--- src/wds_defines.vh ---
`ifndef WDS_DEFINES_VH
`define WDS_DEFINES_VH
// Register byte addresses (printed offsets are not all multiples of four: index times four)
`define WDS_IDX_INTCTL 8'h0B
`define WDS_IDX_PFLAG 8'h0C
`define WDS_IDX_PEN 8'h8C
`define WDS_IDX_OPTION 8'h81
`define WDS_IDX_STATUS 8'h83
`define WDS_IDX_CTRL 8'h90
`define WDS_ADDR_INTCTL 12'h02C
`define WDS_ADDR_PFLAG 12'h030
`define WDS_ADDR_PEN 12'h230
`define WDS_ADDR_OPTION 12'h204
`define WDS_ADDR_STATUS 12'h20C
`define WDS_ADDR_CTRL 12'h240
// Field positions
`define WDS_INT_GIE 7
`define WDS_INT_PEIE 6
`define WDS_INT_T0IE 5
`define WDS_INT_EXTIE 4
`define WDS_INT_RBIE 3
`define WDS_INT_T0IF 2
`define WDS_INT_EXTIF 1
`define WDS_INT_RBIF 0
`define WDS_PER_CMP 6
`define WDS_OPT_PSA 3
`define WDS_ST_TO 4
`define WDS_ST_PD 3
`define WDS_CTL_CLEAR_WATCHDOG_INSTR 0
`define WDS_CTL_SLEEP 1
// Reset values
`define WDS_RST_INTCTL 8'h00
`define WDS_RST_PFLAG 8'h00
`define WDS_RST_PEN 8'h00
`define WDS_RST_OPTION 8'hFF
// Timing
`define WDS_WDT_PERIOD_US 18000
`define WDS_RC_PERIOD_NS 1000
`define WDS_CLK_PERIOD_NS 10
`define WDS_OST_TOSC 1024
`define WDS_TOSC_NS 250
`define WDS_AXI_OKAY 2'b00
`define WDS_AXI_SLVERR 2'b10
`endif

--- src/wds_watchdog_sleep.v ---
`include "wds_defines.vh"
`timescale 1ns/1ps
`default_nettype none
module wds_watchdog_sleep #(
  parameter integer WDT_BASE_TICKS = (`WDS_WDT_PERIOD_US * 1000) / `WDS_RC_PERIOD_NS,
  parameter integer OST_CYCLES = (`WDS_OST_TOSC * `WDS_TOSC_NS) / `WDS_CLK_PERIOD_NS,
  parameter integer PORT_W = 13
) (
  input wire aclk,
  input wire aresetn,
  input wire [11:0] s_axi_awaddr,
  input wire s_axi_awvalid,
  output reg s_axi_awready,
  input wire [31:0] s_axi_wdata,
  input wire [3:0] s_axi_wstrb,
  input wire s_axi_wvalid,
  output reg s_axi_wready,
  output reg [1:0] s_axi_bresp,
  output reg s_axi_bvalid,
  input wire s_axi_bready,
  input wire [11:0] s_axi_araddr,
  input wire s_axi_arvalid,
  output reg s_axi_arready,
  output reg [31:0] s_axi_rdata,
  output reg [1:0] s_axi_rresp,
  output reg s_axi_rvalid,
  input wire s_axi_rready,
  input wire rc_tick,
  input wire watchdog_fuse_enable,
  input wire osc_mode_rc,
  input wire master_clear_pin_n,
  input wire clear_watchdog_instr,
  input wire sleep_instr,
  input wire ext_interrupt_evt,
  input wire port_change_evt,
  input wire timer_overflow_evt,
  input wire comparator_evt,
  input wire [PORT_W-1:0] port_out_core,
  input wire [PORT_W-1:0] port_oe_core,
  output reg [PORT_W-1:0] port_out,
  output reg [PORT_W-1:0] port_oe,
  output reg device_reset,
  output reg osc_run,
  output reg core_stall,
  output reg prefetch_next,
  output reg resume_pulse,
  output reg irq_vector
);
  localparam [1:0] ST_RUN = 2'd0;
  localparam [1:0] ST_SLEEP = 2'd1;
  localparam [1:0] ST_OST = 2'd2;
  localparam [1:0] ST_RESUME = 2'd3;
  localparam [23:0] BASE_TICKS = WDT_BASE_TICKS[23:0];
  localparam [15:0] OST_LEN = OST_CYCLES[15:0];

  reg [1:0] state_q;
  reg [7:0] intctl_q;
  reg [7:0] pflag_q;
  reg [7:0] pen_q;
  reg [7:0] option_q;
  reg to_flag_q;
  reg pd_flag_q;
  reg [23:0] wdt_cnt_q;
  reg [6:0] presc_q;
  reg [15:0] ost_cnt_q;
  reg irq_wake_q;
  reg aw_hold_q;
  reg w_hold_q;
  reg [11:0] awaddr_q;
  reg [31:0] wdata_q;
  reg [3:0] wstrb_q;
  ////////////////////////////////////////////////////////////////////////////////
  // Watchdog prescaler and time-out
  wire wdt_on = watchdog_fuse_enable;
  wire psa_wdt = option_q[`WDS_OPT_PSA];
  reg [6:0] presc_mask;
  always @* begin
    case (option_q[2:0])
      3'd0: presc_mask = 7'h00;
      3'd1: presc_mask = 7'h01;
      3'd2: presc_mask = 7'h03;
      3'd3: presc_mask = 7'h07;
      3'd4: presc_mask = 7'h0F;
      3'd5: presc_mask = 7'h1F;
      3'd6: presc_mask = 7'h3F;
      default: presc_mask = 7'h7F; // Ratio 1:128
    endcase
  end
  // Prescaled tick: one per ratio RC ticks, or every tick if prescaler is with the timer
  wire presc_done = !psa_wdt || ((presc_q & presc_mask) == presc_mask);
  wire wdt_step = wdt_on && rc_tick && presc_done;
  wire wdt_timeout = wdt_step && (wdt_cnt_q == BASE_TICKS - 24'h000001);
  wire do_sleep = (state_q == ST_RUN) && sleep_instr;
  wire do_clr = (state_q == ST_RUN) && clear_watchdog_instr;
  ////////////////////////////////////////////////////////////////////////////////
  // Wake sources
  wire ext_pend = intctl_q[`WDS_INT_EXTIE] && (intctl_q[`WDS_INT_EXTIF] || ext_interrupt_evt);
  wire rb_pend = intctl_q[`WDS_INT_RBIE] && (intctl_q[`WDS_INT_RBIF] || port_change_evt);
  wire per_pend = intctl_q[`WDS_INT_PEIE] && pen_q[`WDS_PER_CMP]
    && (pflag_q[`WDS_PER_CMP] || comparator_evt);
  wire irq_pend = ext_pend || rb_pend || per_pend; // Global enable not consulted
  wire master_clear_pin_low = !master_clear_pin_n;
  wire bus_wr_go;
  wire [11:0] wr_addr;
  wire [31:0] wr_data;
  assign bus_wr_go = aw_hold_q && w_hold_q && !s_axi_bvalid;
  assign wr_addr = awaddr_q;
  assign wr_data = wdata_q;
  wire wr_lane0 = bus_wr_go && wstrb_q[0];

  ////////////////////////////////////////////////////////////////////////////////
  // Sleep / wake sequencer and watchdog counter
  always @(posedge aclk) begin
    if (!aresetn) begin
      state_q <= ST_RUN;
      wdt_cnt_q <= 24'h000000;
      presc_q <= 7'h00;
      ost_cnt_q <= 16'h0000;
      to_flag_q <= 1'b1;
      pd_flag_q <= 1'b1;
      irq_wake_q <= 1'b0;
      device_reset <= 1'b0;
      osc_run <= 1'b1;
      core_stall <= 1'b0;
      prefetch_next <= 1'b0;
      resume_pulse <= 1'b0;
      irq_vector <= 1'b0;
    end else begin
      device_reset <= 1'b0;
      prefetch_next <= 1'b0;
      resume_pulse <= 1'b0;
      irq_vector <= 1'b0;
      if (do_clr || do_sleep) begin
        wdt_cnt_q <= 24'h000000;
        if (psa_wdt) presc_q <= 7'h00;
      end else if (wdt_timeout) begin
        wdt_cnt_q <= 24'h000000;
        presc_q <= 7'h00;
      end else if (wdt_on && rc_tick) begin
        if (psa_wdt) presc_q <= presc_q + 7'h01;
        if (presc_done) wdt_cnt_q <= wdt_cnt_q + 24'h000001;
      end
      if (wdt_timeout) to_flag_q <= 1'b0;
      if (do_clr) begin
        to_flag_q <= 1'b1;
        pd_flag_q <= 1'b1;
      end
      case (state_q)
        ST_RUN: begin
          if (master_clear_pin_low) begin
            device_reset <= 1'b1;
            pd_flag_q <= 1'b1;
          end else if (wdt_timeout && !do_clr && !do_sleep) begin
            device_reset <= 1'b1; // Internal only, pin is input
          end else if (do_sleep) begin
            pd_flag_q <= 1'b0;
            to_flag_q <= 1'b1;
            prefetch_next <= 1'b1;
            core_stall <= 1'b1;
            if (irq_pend) begin
              irq_wake_q <= 1'b1; // Sleep completes, then wakes at once
              state_q <= ST_RESUME;
            end else begin
              osc_run <= 1'b0;
              state_q <= ST_SLEEP;
            end
          end
        end
        ST_SLEEP: begin
          if (master_clear_pin_low) begin
            device_reset <= 1'b1;
            osc_run <= 1'b1;
            core_stall <= 1'b0;
            state_q <= ST_RUN;
          end else if (wdt_timeout || irq_pend) begin
            irq_wake_q <= irq_pend && !wdt_timeout;
            wdt_cnt_q <= 24'h000000;
            presc_q <= 7'h00;
            osc_run <= 1'b1;
            ost_cnt_q <= 16'h0000;
            state_q <= osc_mode_rc ? ST_RESUME : ST_OST;
          end
        end
        ST_OST: begin
          if (master_clear_pin_low) begin
            device_reset <= 1'b1;
            core_stall <= 1'b0;
            state_q <= ST_RUN;
          end else if (ost_cnt_q == OST_LEN - 16'h0001) begin
            state_q <= ST_RESUME;
          end else begin
            ost_cnt_q <= ost_cnt_q + 16'h0001;
          end
        end
        default: begin
          // Continue in line; vector only when globally enabled
          wdt_cnt_q <= 24'h000000;
          resume_pulse <= 1'b1;
          irq_vector <= irq_wake_q && intctl_q[`WDS_INT_GIE];
          irq_wake_q <= 1'b0;
          core_stall <= 1'b0;
          state_q <= ST_RUN;
        end
      endcase
    end
  end
  ////////////////////////////////////////////////////////////////////////////////
  // Port drive follows the core only while running; the start-up wait keeps the sleep state,
  // since the core is still stalled and cannot have meant a new drive value
  genvar gi;
  generate
    for (gi = 0; gi < PORT_W; gi = gi + 1) begin : g_port
      always @(posedge aclk) begin
        if (!aresetn) begin
          port_out[gi] <= 1'b0;
          port_oe[gi] <= 1'b0;
        end else if (state_q == ST_RUN) begin
          port_out[gi] <= port_out_core[gi];
          port_oe[gi] <= port_oe_core[gi];
        end
      end
    end
  endgenerate
  ////////////////////////////////////////////////////////////////////////////////
  // Interrupt flags: event set beats software clear
  always @(posedge aclk) begin
    if (!aresetn) begin
      intctl_q <= `WDS_RST_INTCTL;
      pflag_q <= `WDS_RST_PFLAG;
      pen_q <= `WDS_RST_PEN;
      option_q <= `WDS_RST_OPTION;
    end else begin
      if (wr_lane0 && wr_addr == `WDS_ADDR_INTCTL) intctl_q <= wr_data[7:0];
      if (wr_lane0 && wr_addr == `WDS_ADDR_PFLAG) pflag_q <= wr_data[7:0] & 8'h40;
      if (wr_lane0 && wr_addr == `WDS_ADDR_PEN) pen_q <= wr_data[7:0] & 8'h40;
      if (wr_lane0 && wr_addr == `WDS_ADDR_OPTION) option_q <= wr_data[7:0];
      if (ext_interrupt_evt) intctl_q[`WDS_INT_EXTIF] <= 1'b1;
      if (port_change_evt) intctl_q[`WDS_INT_RBIF] <= 1'b1;
      if (timer_overflow_evt) intctl_q[`WDS_INT_T0IF] <= 1'b1;
      if (comparator_evt) pflag_q[`WDS_PER_CMP] <= 1'b1;
      if (state_q == ST_RESUME && irq_wake_q && intctl_q[`WDS_INT_GIE]) intctl_q[`WDS_INT_GIE] <= 1'b0;
    end
  end
  ////////////////////////////////////////////////////////////////////////////////
  // AXI4-Lite slave: address and data taken in either order, response once both held
  always @(posedge aclk) begin
    if (!aresetn) begin
      aw_hold_q <= 1'b0;
      w_hold_q <= 1'b0;
      awaddr_q <= 12'h000;
      wdata_q <= 32'h00000000;
      wstrb_q <= 4'h0;
      s_axi_awready <= 1'b0;
      s_axi_wready <= 1'b0;
      s_axi_bvalid <= 1'b0;
      s_axi_bresp <= `WDS_AXI_OKAY;
      s_axi_arready <= 1'b0;
      s_axi_rvalid <= 1'b0;
      s_axi_rdata <= 32'h00000000;
      s_axi_rresp <= `WDS_AXI_OKAY;
    end else begin
      s_axi_awready <= !aw_hold_q && !s_axi_awready && s_axi_awvalid;
      s_axi_wready <= !w_hold_q && !s_axi_wready && s_axi_wvalid;
      if (s_axi_awvalid && s_axi_awready) begin
        aw_hold_q <= 1'b1;
        awaddr_q <= {s_axi_awaddr[11:2], 2'b00};
      end
      if (s_axi_wvalid && s_axi_wready) begin
        w_hold_q <= 1'b1;
        wdata_q <= s_axi_wdata;
        wstrb_q <= s_axi_wstrb;
      end
      if (bus_wr_go) begin
        aw_hold_q <= 1'b0;
        w_hold_q <= 1'b0;
        s_axi_bvalid <= 1'b1;
        s_axi_bresp <= (wr_addr == `WDS_ADDR_INTCTL || wr_addr == `WDS_ADDR_PFLAG ||
          wr_addr == `WDS_ADDR_PEN || wr_addr == `WDS_ADDR_OPTION ||
          wr_addr == `WDS_ADDR_STATUS || wr_addr == `WDS_ADDR_CTRL) ? `WDS_AXI_OKAY : `WDS_AXI_SLVERR;
      end else if (s_axi_bvalid && s_axi_bready) begin
        s_axi_bvalid <= 1'b0;
      end
      s_axi_arready <= !s_axi_arready && !s_axi_rvalid && s_axi_arvalid;
      if (s_axi_arvalid && s_axi_arready) begin
        s_axi_rvalid <= 1'b1;
        s_axi_rresp <= `WDS_AXI_OKAY;
        if ({s_axi_araddr[11:2], 2'b00} == `WDS_ADDR_INTCTL) s_axi_rdata <= {24'h000000, intctl_q};
        else if ({s_axi_araddr[11:2], 2'b00} == `WDS_ADDR_PFLAG) s_axi_rdata <= {24'h000000, pflag_q};
        else if ({s_axi_araddr[11:2], 2'b00} == `WDS_ADDR_PEN) s_axi_rdata <= {24'h000000, pen_q};
        else if ({s_axi_araddr[11:2], 2'b00} == `WDS_ADDR_OPTION) s_axi_rdata <= {24'h000000, option_q};
        else if ({s_axi_araddr[11:2], 2'b00} == `WDS_ADDR_STATUS)
          s_axi_rdata <= {27'h0000000, to_flag_q, pd_flag_q, 3'b000};
        else if ({s_axi_araddr[11:2], 2'b00} == `WDS_ADDR_CTRL)
          s_axi_rdata <= {30'h00000000, state_q == ST_OST, state_q == ST_SLEEP};
        else begin
          s_axi_rdata <= 32'h00000000;
          s_axi_rresp <= `WDS_AXI_SLVERR;
        end
      end else if (s_axi_rvalid && s_axi_rready) begin
        s_axi_rvalid <= 1'b0;
      end
    end
  end
endmodule // wds_watchdog_sleep
`default_nettype wire

--- config.mk ---
export PLATFORM = sky130hd
export DESIGN_NAME = wds_watchdog_sleep
export DESIGN_NICKNAME = d
export VERILOG_FILES = /design/src/wds_watchdog_sleep.v
export VERILOG_INCLUDE_DIRS = /design/src
export SDC_FILE = /design/constraint.sdc
export NUM_CORES = 1
export LEC_CHECK = 0
export BUFFER_PORTS_ARGS = -buffer_cell sky130_fd_sc_hd__clkbuf_2
export CAP_MARGIN = 25
export CORE_MARGIN = 2
export CORE_UTILIZATION = 30
export DETAILED_ROUTE_END_ITERATION = 7
export SETUP_SLACK_MARGIN = 0.02
export SYNTH_ARGS = -nofsm -noshare
export SYNTH_HDL_FRONTEND = slang
export SYNTH_SLANG_ARGS = --single-unit
--- constraint.sdc ---
create_clock -name aclk -period 4.7 [get_ports aclk]
set_clock_uncertainty 0.1 [all_clocks]
set_input_delay 0.94 -clock aclk [delete_from_list [all_inputs] [get_ports aclk]]
set_output_delay 0.94 -clock aclk [all_outputs]
set_load 0.05 [all_outputs]
==> run metrics, run 1 <==
fmax 340 MHz; Post-synth EDFFs 0; Layout Cells excl Fill 1168; worst slew pin tran 0.749 ns; most common cell in the synthesized netlist dfxtp_1; max-slew violations 0; Crit Path Class reg -> reg; Total Nets Final 992; Yosys top cell area share 42.3%; Cell Area, Placed 7280 um2; Synth area leaders dfxtp_1, mux2i_1, nand2_1; hold path startpoint aw_hold_q; Total Power 3.38 mW; crit-path max FO 11; status finished clean; antenna violations before repair 0; Reg2Reg Depth 8; PortBufs 118; Static Leak 3.12 nW; residual DRC count 0; Post-CTS Resized 0; Syn Area/Cell 8.44 um2; core area 21200 um2; cell area after layout 7860 um2; register bit total from synthesis 138; met3 Use GR 3.83%; Power per Cell Area 430 nW/um2; asr flop ratio synth 0%; Inserted Clock Buffers 17; Detailed Route Iter0 Violations 267; clock tree buffer depth 2; Critical path origin wdt_cnt_q[0]; Critical Path RT 4.86 ns; delay-heaviest family, CP simple AND/OR/NAND/NOR gates; YS warnings 0; TritonRoute pass-1 iters 5; largest net degree at the start of global routing 40; Synth top cells by count dfxtp_1, nand2_1, nor2_1; CP max-delay cell a211oi_2; DRT antenna net count 0; vias per cell 4.98; Critical Path AT 3.10 ns; final setup fails 0; RePlAce Congestion 0.787; GR Overflow Total 0; Mapped Cells 774; Final Hold Fails 0; Starting Density 30.8%; H-tree depth 4; Peak VDD IR 0.223 mV; fin crit share 62.6%; worst hold stages 1; Avg WL per Cell 14.0 um; fin crit period 2.94 ns; CP endpoint kind flop; Worst-path clk slew 0.07 ns; Setup TNS 0 ns; # Post-CTS Setup Buffers 0; Mapped Area 6530 um2; root buffer cell clkbuf_16; Main synth FF type dfxtp_1; vias in the first global route 5317; instance count on the critical path 8; row count 53; CP startpoint kind flop; Synth-to-Final Area Change 20.3%; CP cell instances ha_1 -> nand3_2 -> nor2_1 -> and4_1 -> o21ai_1 -> buf_4 -> a211oi_2 -> a211oi_1; CTS tree built; post-synthesis sequential area ratio 42.3%; cts hold-fix bufs 0; Die X 152 um; Synth cell types 63; die height 152 um; Hold Path Class reg -> reg; critical path's largest stage delay 0.64 ns; post-DP HPWL 11800 um; share of layout cells above drive strength 1 19.4%; met2 Use GR 22.7%; # IOs 176; clk_lat worst skew 0.42 ns; Synth area leader dfxtp_1; met1 Usage GRT 19.9%; RSZ-0062 raised after global routing false; worst rel slew slack 50.0%; Buffers & Inverters on Critical Path 1; Diodes inserted 0; CTS Sinks 138; hold_ws 0.351 ns; grt peak-use layer met2; die footprint 23000 um2; DP Cell Count 1137; GRT Resource Usage Total 14.7%; RR Startpoint wdt_cnt_q[0]; max-cap check violation count 0; first-pass GRT wire length 27000 um; total number of vias 5822; DRT Wirelength 16300 um
registers in the layout, indices dropped and copies added, names as in the netlist, 2 cells and up:
| name | count |
|---|---|
| wdt_cnt_q | 24 |
| s_axi_rdata | 8 |
| option_q | 8 |
| port_oe | 13 |
| awaddr_q | 10 |
| state_q | 2 |
| presc_q | 7 |
| port_out | 13 |
| wdata_q | 8 |
| intctl_q | 8 |
| ost_cnt_q | 16 |
per-stage QoR:
| step | util (%) | setup slack [ns] |
|---|---|---|
| 2_1_floorplan | - | 1.89 |
| 5_1_grt | 37.0 | 1.53 |
| 3_5_place_dp | 34.3 | 1.36 |
| 6_report | 37.0 | 1.76 |
| 4_1_cts | 37.0 | 1.79 |
| 3_3_place_gp | 34.2 | 1.29 |
placed cells by master, fill, tap and decap left out, types with 5 or more instances in the layout:
cell type / count
a211oi_1: 27
and3_1: 8
mux2i_1: 47
and2_1: 8
buf_4: 7
nand3_1: 29
nand4_1: 14
xnor2_1: 22
dfxtp_1: 138
o21ai_0: 22
nand2b_1: 7
or4_1: 6
clkbuf_2: 118
ha_1: 7
conb_1: 26
clkbuf_16: 17
or3_1: 8
a2111oi_0: 5
nor4_1: 10
nor2_1: 95
nor3_1: 15
a311oi_1: 5
inv_1: 19
nand2_1: 103
a21oi_1: 44
a221oi_1: 5
path summary, 6_finish.rpt:
path / to / slack, ns
setup / recovery: ost_cnt_q[13] / 1.76
hold / removal: s_axi_awready / 0.35
hold reg to reg: s_axi_awready / 0.35
setup reg to reg: ost_cnt_q[13] / 1.76
metal layers:
layer,vias to the layer above,wire length (um)
li1,2951,-
met1,2686,7780
met2,163,7380
met3,22,918
met4,0,257
met5,-,0
cells by family after synthesis:
group,synth area share [%]
adder cells (fa/ha/maj),1.53
other,0.0574
XOR/XNOR,3.08
multiplexers,7.55
AND/OR/NAND/NOR,23.5
flip-flops,42.3
buffers and inverters,6.55
AO/OA/AOI/OAI,15.5
power by group:
part	switching, mW	total (mW)	leakage [nW]	internal [mW]
combinational	0.565	0.784	1.72	0.219
sequential	0.0494	1.29	1.12	1.25
clock	0.549	1.30	0.278	0.754
final cells by class:
class	count	area, um2
clock inverters	13	134
repair buffers	126	663
fillers	2218	13400
inverters	20	75.1
multi-input cells	578	3440
well taps	275	344
flip-flops and latches	138	2760
clock buffers	18	439
Power figures use the tool's default switching activity.
==> run 2, diff against run 1 <==
- clock period: 4.7 -> 2.5 ns (I/O delays scaled with it)
==> run metrics, run 2 (synthesis gave the netlist of run 1 again) <==
most used cell, CP buf_4; RSZ-0062 raised after global routing true; Cell Area, Placed 7610 um2 (+4.4%); Detailed Route Iter0 Violations 422 (+58%); Starting Density 30.8% (unchanged); Inserted Clock Buffers 17 (unchanged); CTS Sinks 138 (unchanged); CP startpoint kind flop; CP max-delay cell dfxtp_1; max-slew violations 0 (unchanged); Sequential Area 2760 um2 (about the same); CP endpoint kind flop; fin crit share 94.9% (+32 points); DP Cell Count 1175 (+3.3%); Buffers & Inverters on Critical Path 2 (+1); die height 152 um (unchanged); vias per cell 4.92 (-1.4%); vias in the first global route 5702 (+7.2%); TritonRoute pass-1 iters 5 (unchanged); met1 Usage GRT 20.1% (+0.27 points); met3 Use GR 4.34% (+0.51 points); Peak VDD IR 0.560 mV (+150%); Synth-to-Final Area Change 25.9%; met2 Use GR 24.2% (+1.5 points); first-pass GRT wire length 28000 um (+3.6%); RR Startpoint wdt_cnt_q[7]; Worst-path clk slew 0.07 ns (about the same); GR Overflow Total 0 (unchanged); Clock Power Share 37.7% (-0.8 points); critical path's largest stage delay 0.36 ns (-0.28 ns); max-cap check violation count 0 (unchanged); most frequent cells in the layout dfxtp_1, clkbuf_2, nand2_1; DRT Wirelength 17000 um (+3.8%); Die X 152 um (unchanged); root buffer cell clkbuf_16; clock tree buffer depth 2 (unchanged); Avg WL per Cell 14.1 um (+0.45%); fill cell count 2194 (-1.1%); final setup fails 0 (unchanged); worst slew pin tran 0.539 ns (-0.210 ns); Internal Pwr Total 4.22 mW (+90%); Hold Path Class in -> reg; core area 21200 um2 (unchanged); CTS tree built; Logic pwr share 24.8% (+1.6 points); Critical Path RT 2.69 ns (-2.17 ns); max reg flops 24 (unchanged); Net Sw Frac 34.9% (+0.54 points); status finished clean; Flop pwr share 37.5% (-0.8 points); Psw 2.27 mW (+95%); Layout Cells excl Fill 1207 (+3.3%); cell area after layout 8230 um2 (+4.7%); Static Leak 3.34 nW (+6.9%); grt peak-use layer met2; hold path startpoint s_axi_awaddr[10]; Diodes inserted 0 (unchanged); row count 53 (unchanged); crit-path max FO 5 (-6); area occupied by multi-input gates 3480 um2 (+1.2%); Final Hold Fails 0 (unchanged); setup ws final 0.128 ns (-1.63 ns); total number of vias 5934 (+1.9%); register name with the most flops wdt_cnt_q; largest net degree at the start of global routing 59 (+48%); hold_ws 0.187 ns (-0.164 ns); CP cell instances nor4b_2 -> and3_1 -> a41oi_2 -> buf_4 -> a211o_1 -> buf_4 -> o311ai_0 -> o41ai_1; clk_lat worst skew 0.42 ns (about the same); share of layout cells above drive strength 1 23.8% (+4.4 points); Finished Core Util 38.8% (+1.7 points); # IOs 176 (unchanged); Total Power 6.49 mW (+92%); top flop regs wdt_cnt_q: 24 flops, ost_cnt_q: 16 flops; Total Nets Final 1030 (+3.8%); die footprint 23000 um2 (unchanged); PortBufs 118 (unchanged); fmax 422 MHz (+24%); post-DP HPWL 12400 um (+5.6%); worst rel slew slack 63.8% (+14 points); # Post-CTS Setup Buffers 0 (unchanged); DRT antenna net count 0 (unchanged); Crit Path Class reg -> reg; delay-heaviest family, CP compound AO/OA/AOI/OAI gates; most common cell after layout, fill and taps aside dfxtp_1; fin crit period 2.37 ns (-0.571 ns); Critical path origin wdt_cnt_q[7]; antenna violations before repair 0 (unchanged); Critical Path AT 2.56 ns (-0.54 ns); pre-CTS setup slack -0.136 ns (-1.50 ns); H-tree depth 4 (unchanged); residual DRC count 0 (unchanged); Setup TNS 0 ns (unchanged); RePlAce Congestion 0.842 (+7.0%); Power per Cell Area 789 nW/um2 (+83%); GRT Resource Usage Total 15.3% (+0.57 points)
==> run 2: changes by cell type in the layout (fill, tap and decap cells not counted), moves of 2 or more <==
cell        previous run  this run
buf_12                 1         4
clkinvlp_4             2         0
inv_6                  4         6
buf_4                  7        42
==> run 2: final timing paths <==
check	end	slack (ns)	cells after the start
min	awaddr_q[10]	0.19	3
min reg2reg	awaddr_q[10]	0.35	2
max reg2reg	ost_cnt_q[8]	0.13	8
max	ost_cnt_q[8]	0.13	8
==> run 2: power by group through the flow <==
stage	combinational, mW	clock (mW)	sequential [mW]
after floorplan	0.835	0	2.82
after global placement	1.58	0	2.48
after detailed placement	1.59	0	2.48
final	1.61	2.45	2.43
after global routing	1.74	2.61	2.45
after CTS	1.60	2.51	2.43
==> run 2: timing repair <==
action                                  in CTS  in global routing
hold buffers                                 0                  0
gates resized for setup                      0                 13
endpoints found under the setup margin       0                 18
==> run 2: layout make-up <==
| cell class | instances | share of cell area (%) |
|---|---|---|
| multi-input combinational | 578 | 42.3 |
| clock inverter | 13 | 1.52 |
| sequential | 138 | 33.6 |
| clock buffer | 19 | 5.51 |
| inverter | 20 | 0.913 |
| timing repair buffer | 164 | 12.0 |
| tap | 275 | 4.18 |
==> run 2: metal layers <==
layer  vias to the layer above  share of wire (%)
met3                        20                6.5
met4                         0                1.8
met5                         -                  0
met1                      2731                 47
met2                       175                 45
li1                       3008                  -
==> run 2: worst min-delay path, stage by stage <==
cell,delay (ns)
clkbuf_2,0.08
nand2_1,0.04
a21oi_1,0.05
==> run 3, diff against run 2 <==
- BUFFER_PORTS_ARGS: -buffer_cell sky130_fd_sc_hd__clkbuf_2 -> not set
- DONT_BUFFER_PORTS: not set -> 1
==> run metrics, run 3 (synthesis gave the netlist of run 1 again) <==
residual DRC count 0 (unchanged); flop2flop setup slack 0.12 ns (about the same); PortBufs 0 (-100%); worst hold stages 1 (-2); Synth-to-Final Area Change 16.4%; hold path startpoint aresetn; cell area after layout 7610 um2 (-7.5%); Total Nets Final 906 (-12%); most common cell after layout, fill and taps aside dfxtp_1; die footprint 23000 um2 (unchanged); highest metal used met4; row count 53 (unchanged); cts hold-fix bufs 0 (unchanged); max-slew violations 0 (unchanged); CP startpoint kind flop; Inserted Clock Buffers 17 (unchanged); Starting Density 30.8% (unchanged); DRT Wirelength 16600 um (-1.9%); final setup fails 0 (unchanged); Total Power 6.52 mW (+0.48%); # IOs 176 (unchanged); crit-path max FO 7 (+2); clk_lat worst skew 0.43 ns (about the same); met2 wire length 7700 um (+0.63%); Buffers & Inverters on Critical Path 0 (-2); Crit Path Class reg -> reg; most frequent cells in the layout dfxtp_1, nand2_1, nor2_1; core area 21200 um2 (unchanged); Setup TNS 0 ns (unchanged); CTS tree built; total number of vias 5503 (-7.3%); fin crit period 2.38 ns (+0.00421 ns); worst rel slew slack 51.9% (-12 points); Static Leak 2.80 nW (-16%); max reg flops 24 (unchanged); Power per Cell Area 858 nW/um2 (+8.7%); Worst-path clk slew 0.06 ns (about the same); pre-CTS setup slack 0.0165 ns (+0.153 ns); CTS Sinks 138 (unchanged); Peak VDD IR 0.522 mV (-6.8%); delay-heaviest family, CP simple AND/OR/NAND/NOR gates; Detailed Route Iter0 Violations 318 (-25%); RePlAce Congestion 0.813 (-3.5%); Hold Path Class in -> reg; WL met1 7750 um (-1.8%); max-cap check violation count 0 (unchanged); share of layout cells above drive strength 1 12.0% (-12 points); Critical Path RT 2.72 ns (+0.03 ns); H-tree depth 4 (unchanged); fin crit share 95.1% (+0.17 points); Final Hold Fails 0 (unchanged); vias per cell 5.08 (+3.4%); register name with the most flops wdt_cnt_q; die height 152 um (unchanged); R2R Path End ost_cnt_q[4]; Diodes inserted 0 (unchanged); Cell Area, Placed 6930 um2 (-8.9%); vias in the first global route 5236 (-8.2%); post-DP HPWL 11900 um (-4.3%); root buffer cell clkbuf_16; GR Overflow Total 0 (unchanged); worst slew pin tran 0.716 ns (+0.177 ns); DRT antenna net count 0 (unchanged); Avg WL per Cell 15.4 um (+9.3%); RR Startpoint ost_cnt_q[15]; fmax 421 MHz (-0.18%); Reg2Reg Depth 6 (-2); largest net degree at the start of global routing 42 (-29%); critical path's largest stage delay 0.51 ns (+0.15 ns); Critical Path AT 2.59 ns (+0.03 ns); Hold Path End option_q[1]; Die X 152 um (unchanged); first-pass GRT wire length 26800 um (-4.0%); CP endpoint kind flop; top flop regs wdt_cnt_q: 24 flops, ost_cnt_q: 16 flops; clock tree buffer depth 2 (unchanged); antenna violations before repair 0 (unchanged); CP max-delay cell or4_1; hold_ws 0.0457 ns (-0.142 ns); TritonRoute pass-1 iters 6 (+1); CP cell instances or4_1 -> or3_1 -> or2_2 -> nand3_1 -> nor3b_1 -> o221a_2; setup ws final 0.124 ns (-0.00421 ns); RSZ-0062 raised after global routing true; status finished clean; met3 wire len 950 um (-14%); GRT Resource Usage Total 14.7% (-0.62 points)
[run 3: changes by cell type in the layout (fill, tap and decap cells not counted), moves of 2 or more]
cell	change
buf_12	-2
buf_4	-6
bufinv_16	+3
clkbuf_2	-118
clkbuf_8	-2
clkinv_2	+2
inv_8	-2
o21ai_1	-2
[run 3: power by group]
part / switching (mW) / internal (mW) / total (mW)
Combinational: 0.672 / 0.416 / 1.09
Sequential: 0.467 / 2.34 / 2.81
Clock: 1.04 / 1.59 / 2.63
Total: 2.18 / 4.35 / 6.52
[run 3: stage by stage]
step,std cells,util (%)
3_3_place_gp,1049,32.7
5_1_grt,1083,35.8
4_1_cts,1081,35.5
2_1_floorplan,799,-
6_report,1083,35.8
3_5_place_dp,1049,32.7
[run 3: worst register-to-register path: cells and delay by family, from the launching register on]
kind | cells | cell delay, ns
flip-flops | 1 | 0.32
AO/OA/AOI/OAI | 1 | 0.27
AND/OR/NAND/NOR | 5 | 1.59
[run 3: what timing repair did]
action                                  4_1_cts  5_1_grt
endpoints found under the setup margin        0       12
endpoints found under the hold margin         0        0
setup buffers                                 0        1
gates resized for setup                       0       12
[run 3: area by class of cell]
class	count	area, um2
inverter	20	75.1
tap	275	344
fill	2209	13600
clock inverter	15	185
clock buffer	17	425
sequential	138	2770
multi-input combinational	579	3490
timing repair buffer	39	322
[run 3: how the worst max path moves through the flow]
stage / to / slack (ns) / from / cells after the start
after detailed placement: ost_cnt_q[15] / 0.02 / watchdog_fuse_enable / 6
after floorplan: ost_cnt_q[11] / 0.13 / watchdog_fuse_enable / 8
after CTS: ost_cnt_q[12] / 0.05 / wdt_cnt_q[7] / 6
final: ost_cnt_q[4] / 0.12 / ost_cnt_q[15] / 6
after global placement: ost_cnt_q[11] / 0.07 / watchdog_fuse_enable / 6
after global routing: presc_q[3] / 0.02 / presc_q[2] / 8
[run 3: per-layer routing]
layer,GRT usage [%],vias to the layer above
met1,18.7,2567
met5,0,-
li1,-,2752
met3,4.34,21
met2,23.8,163
met4,4.91,0
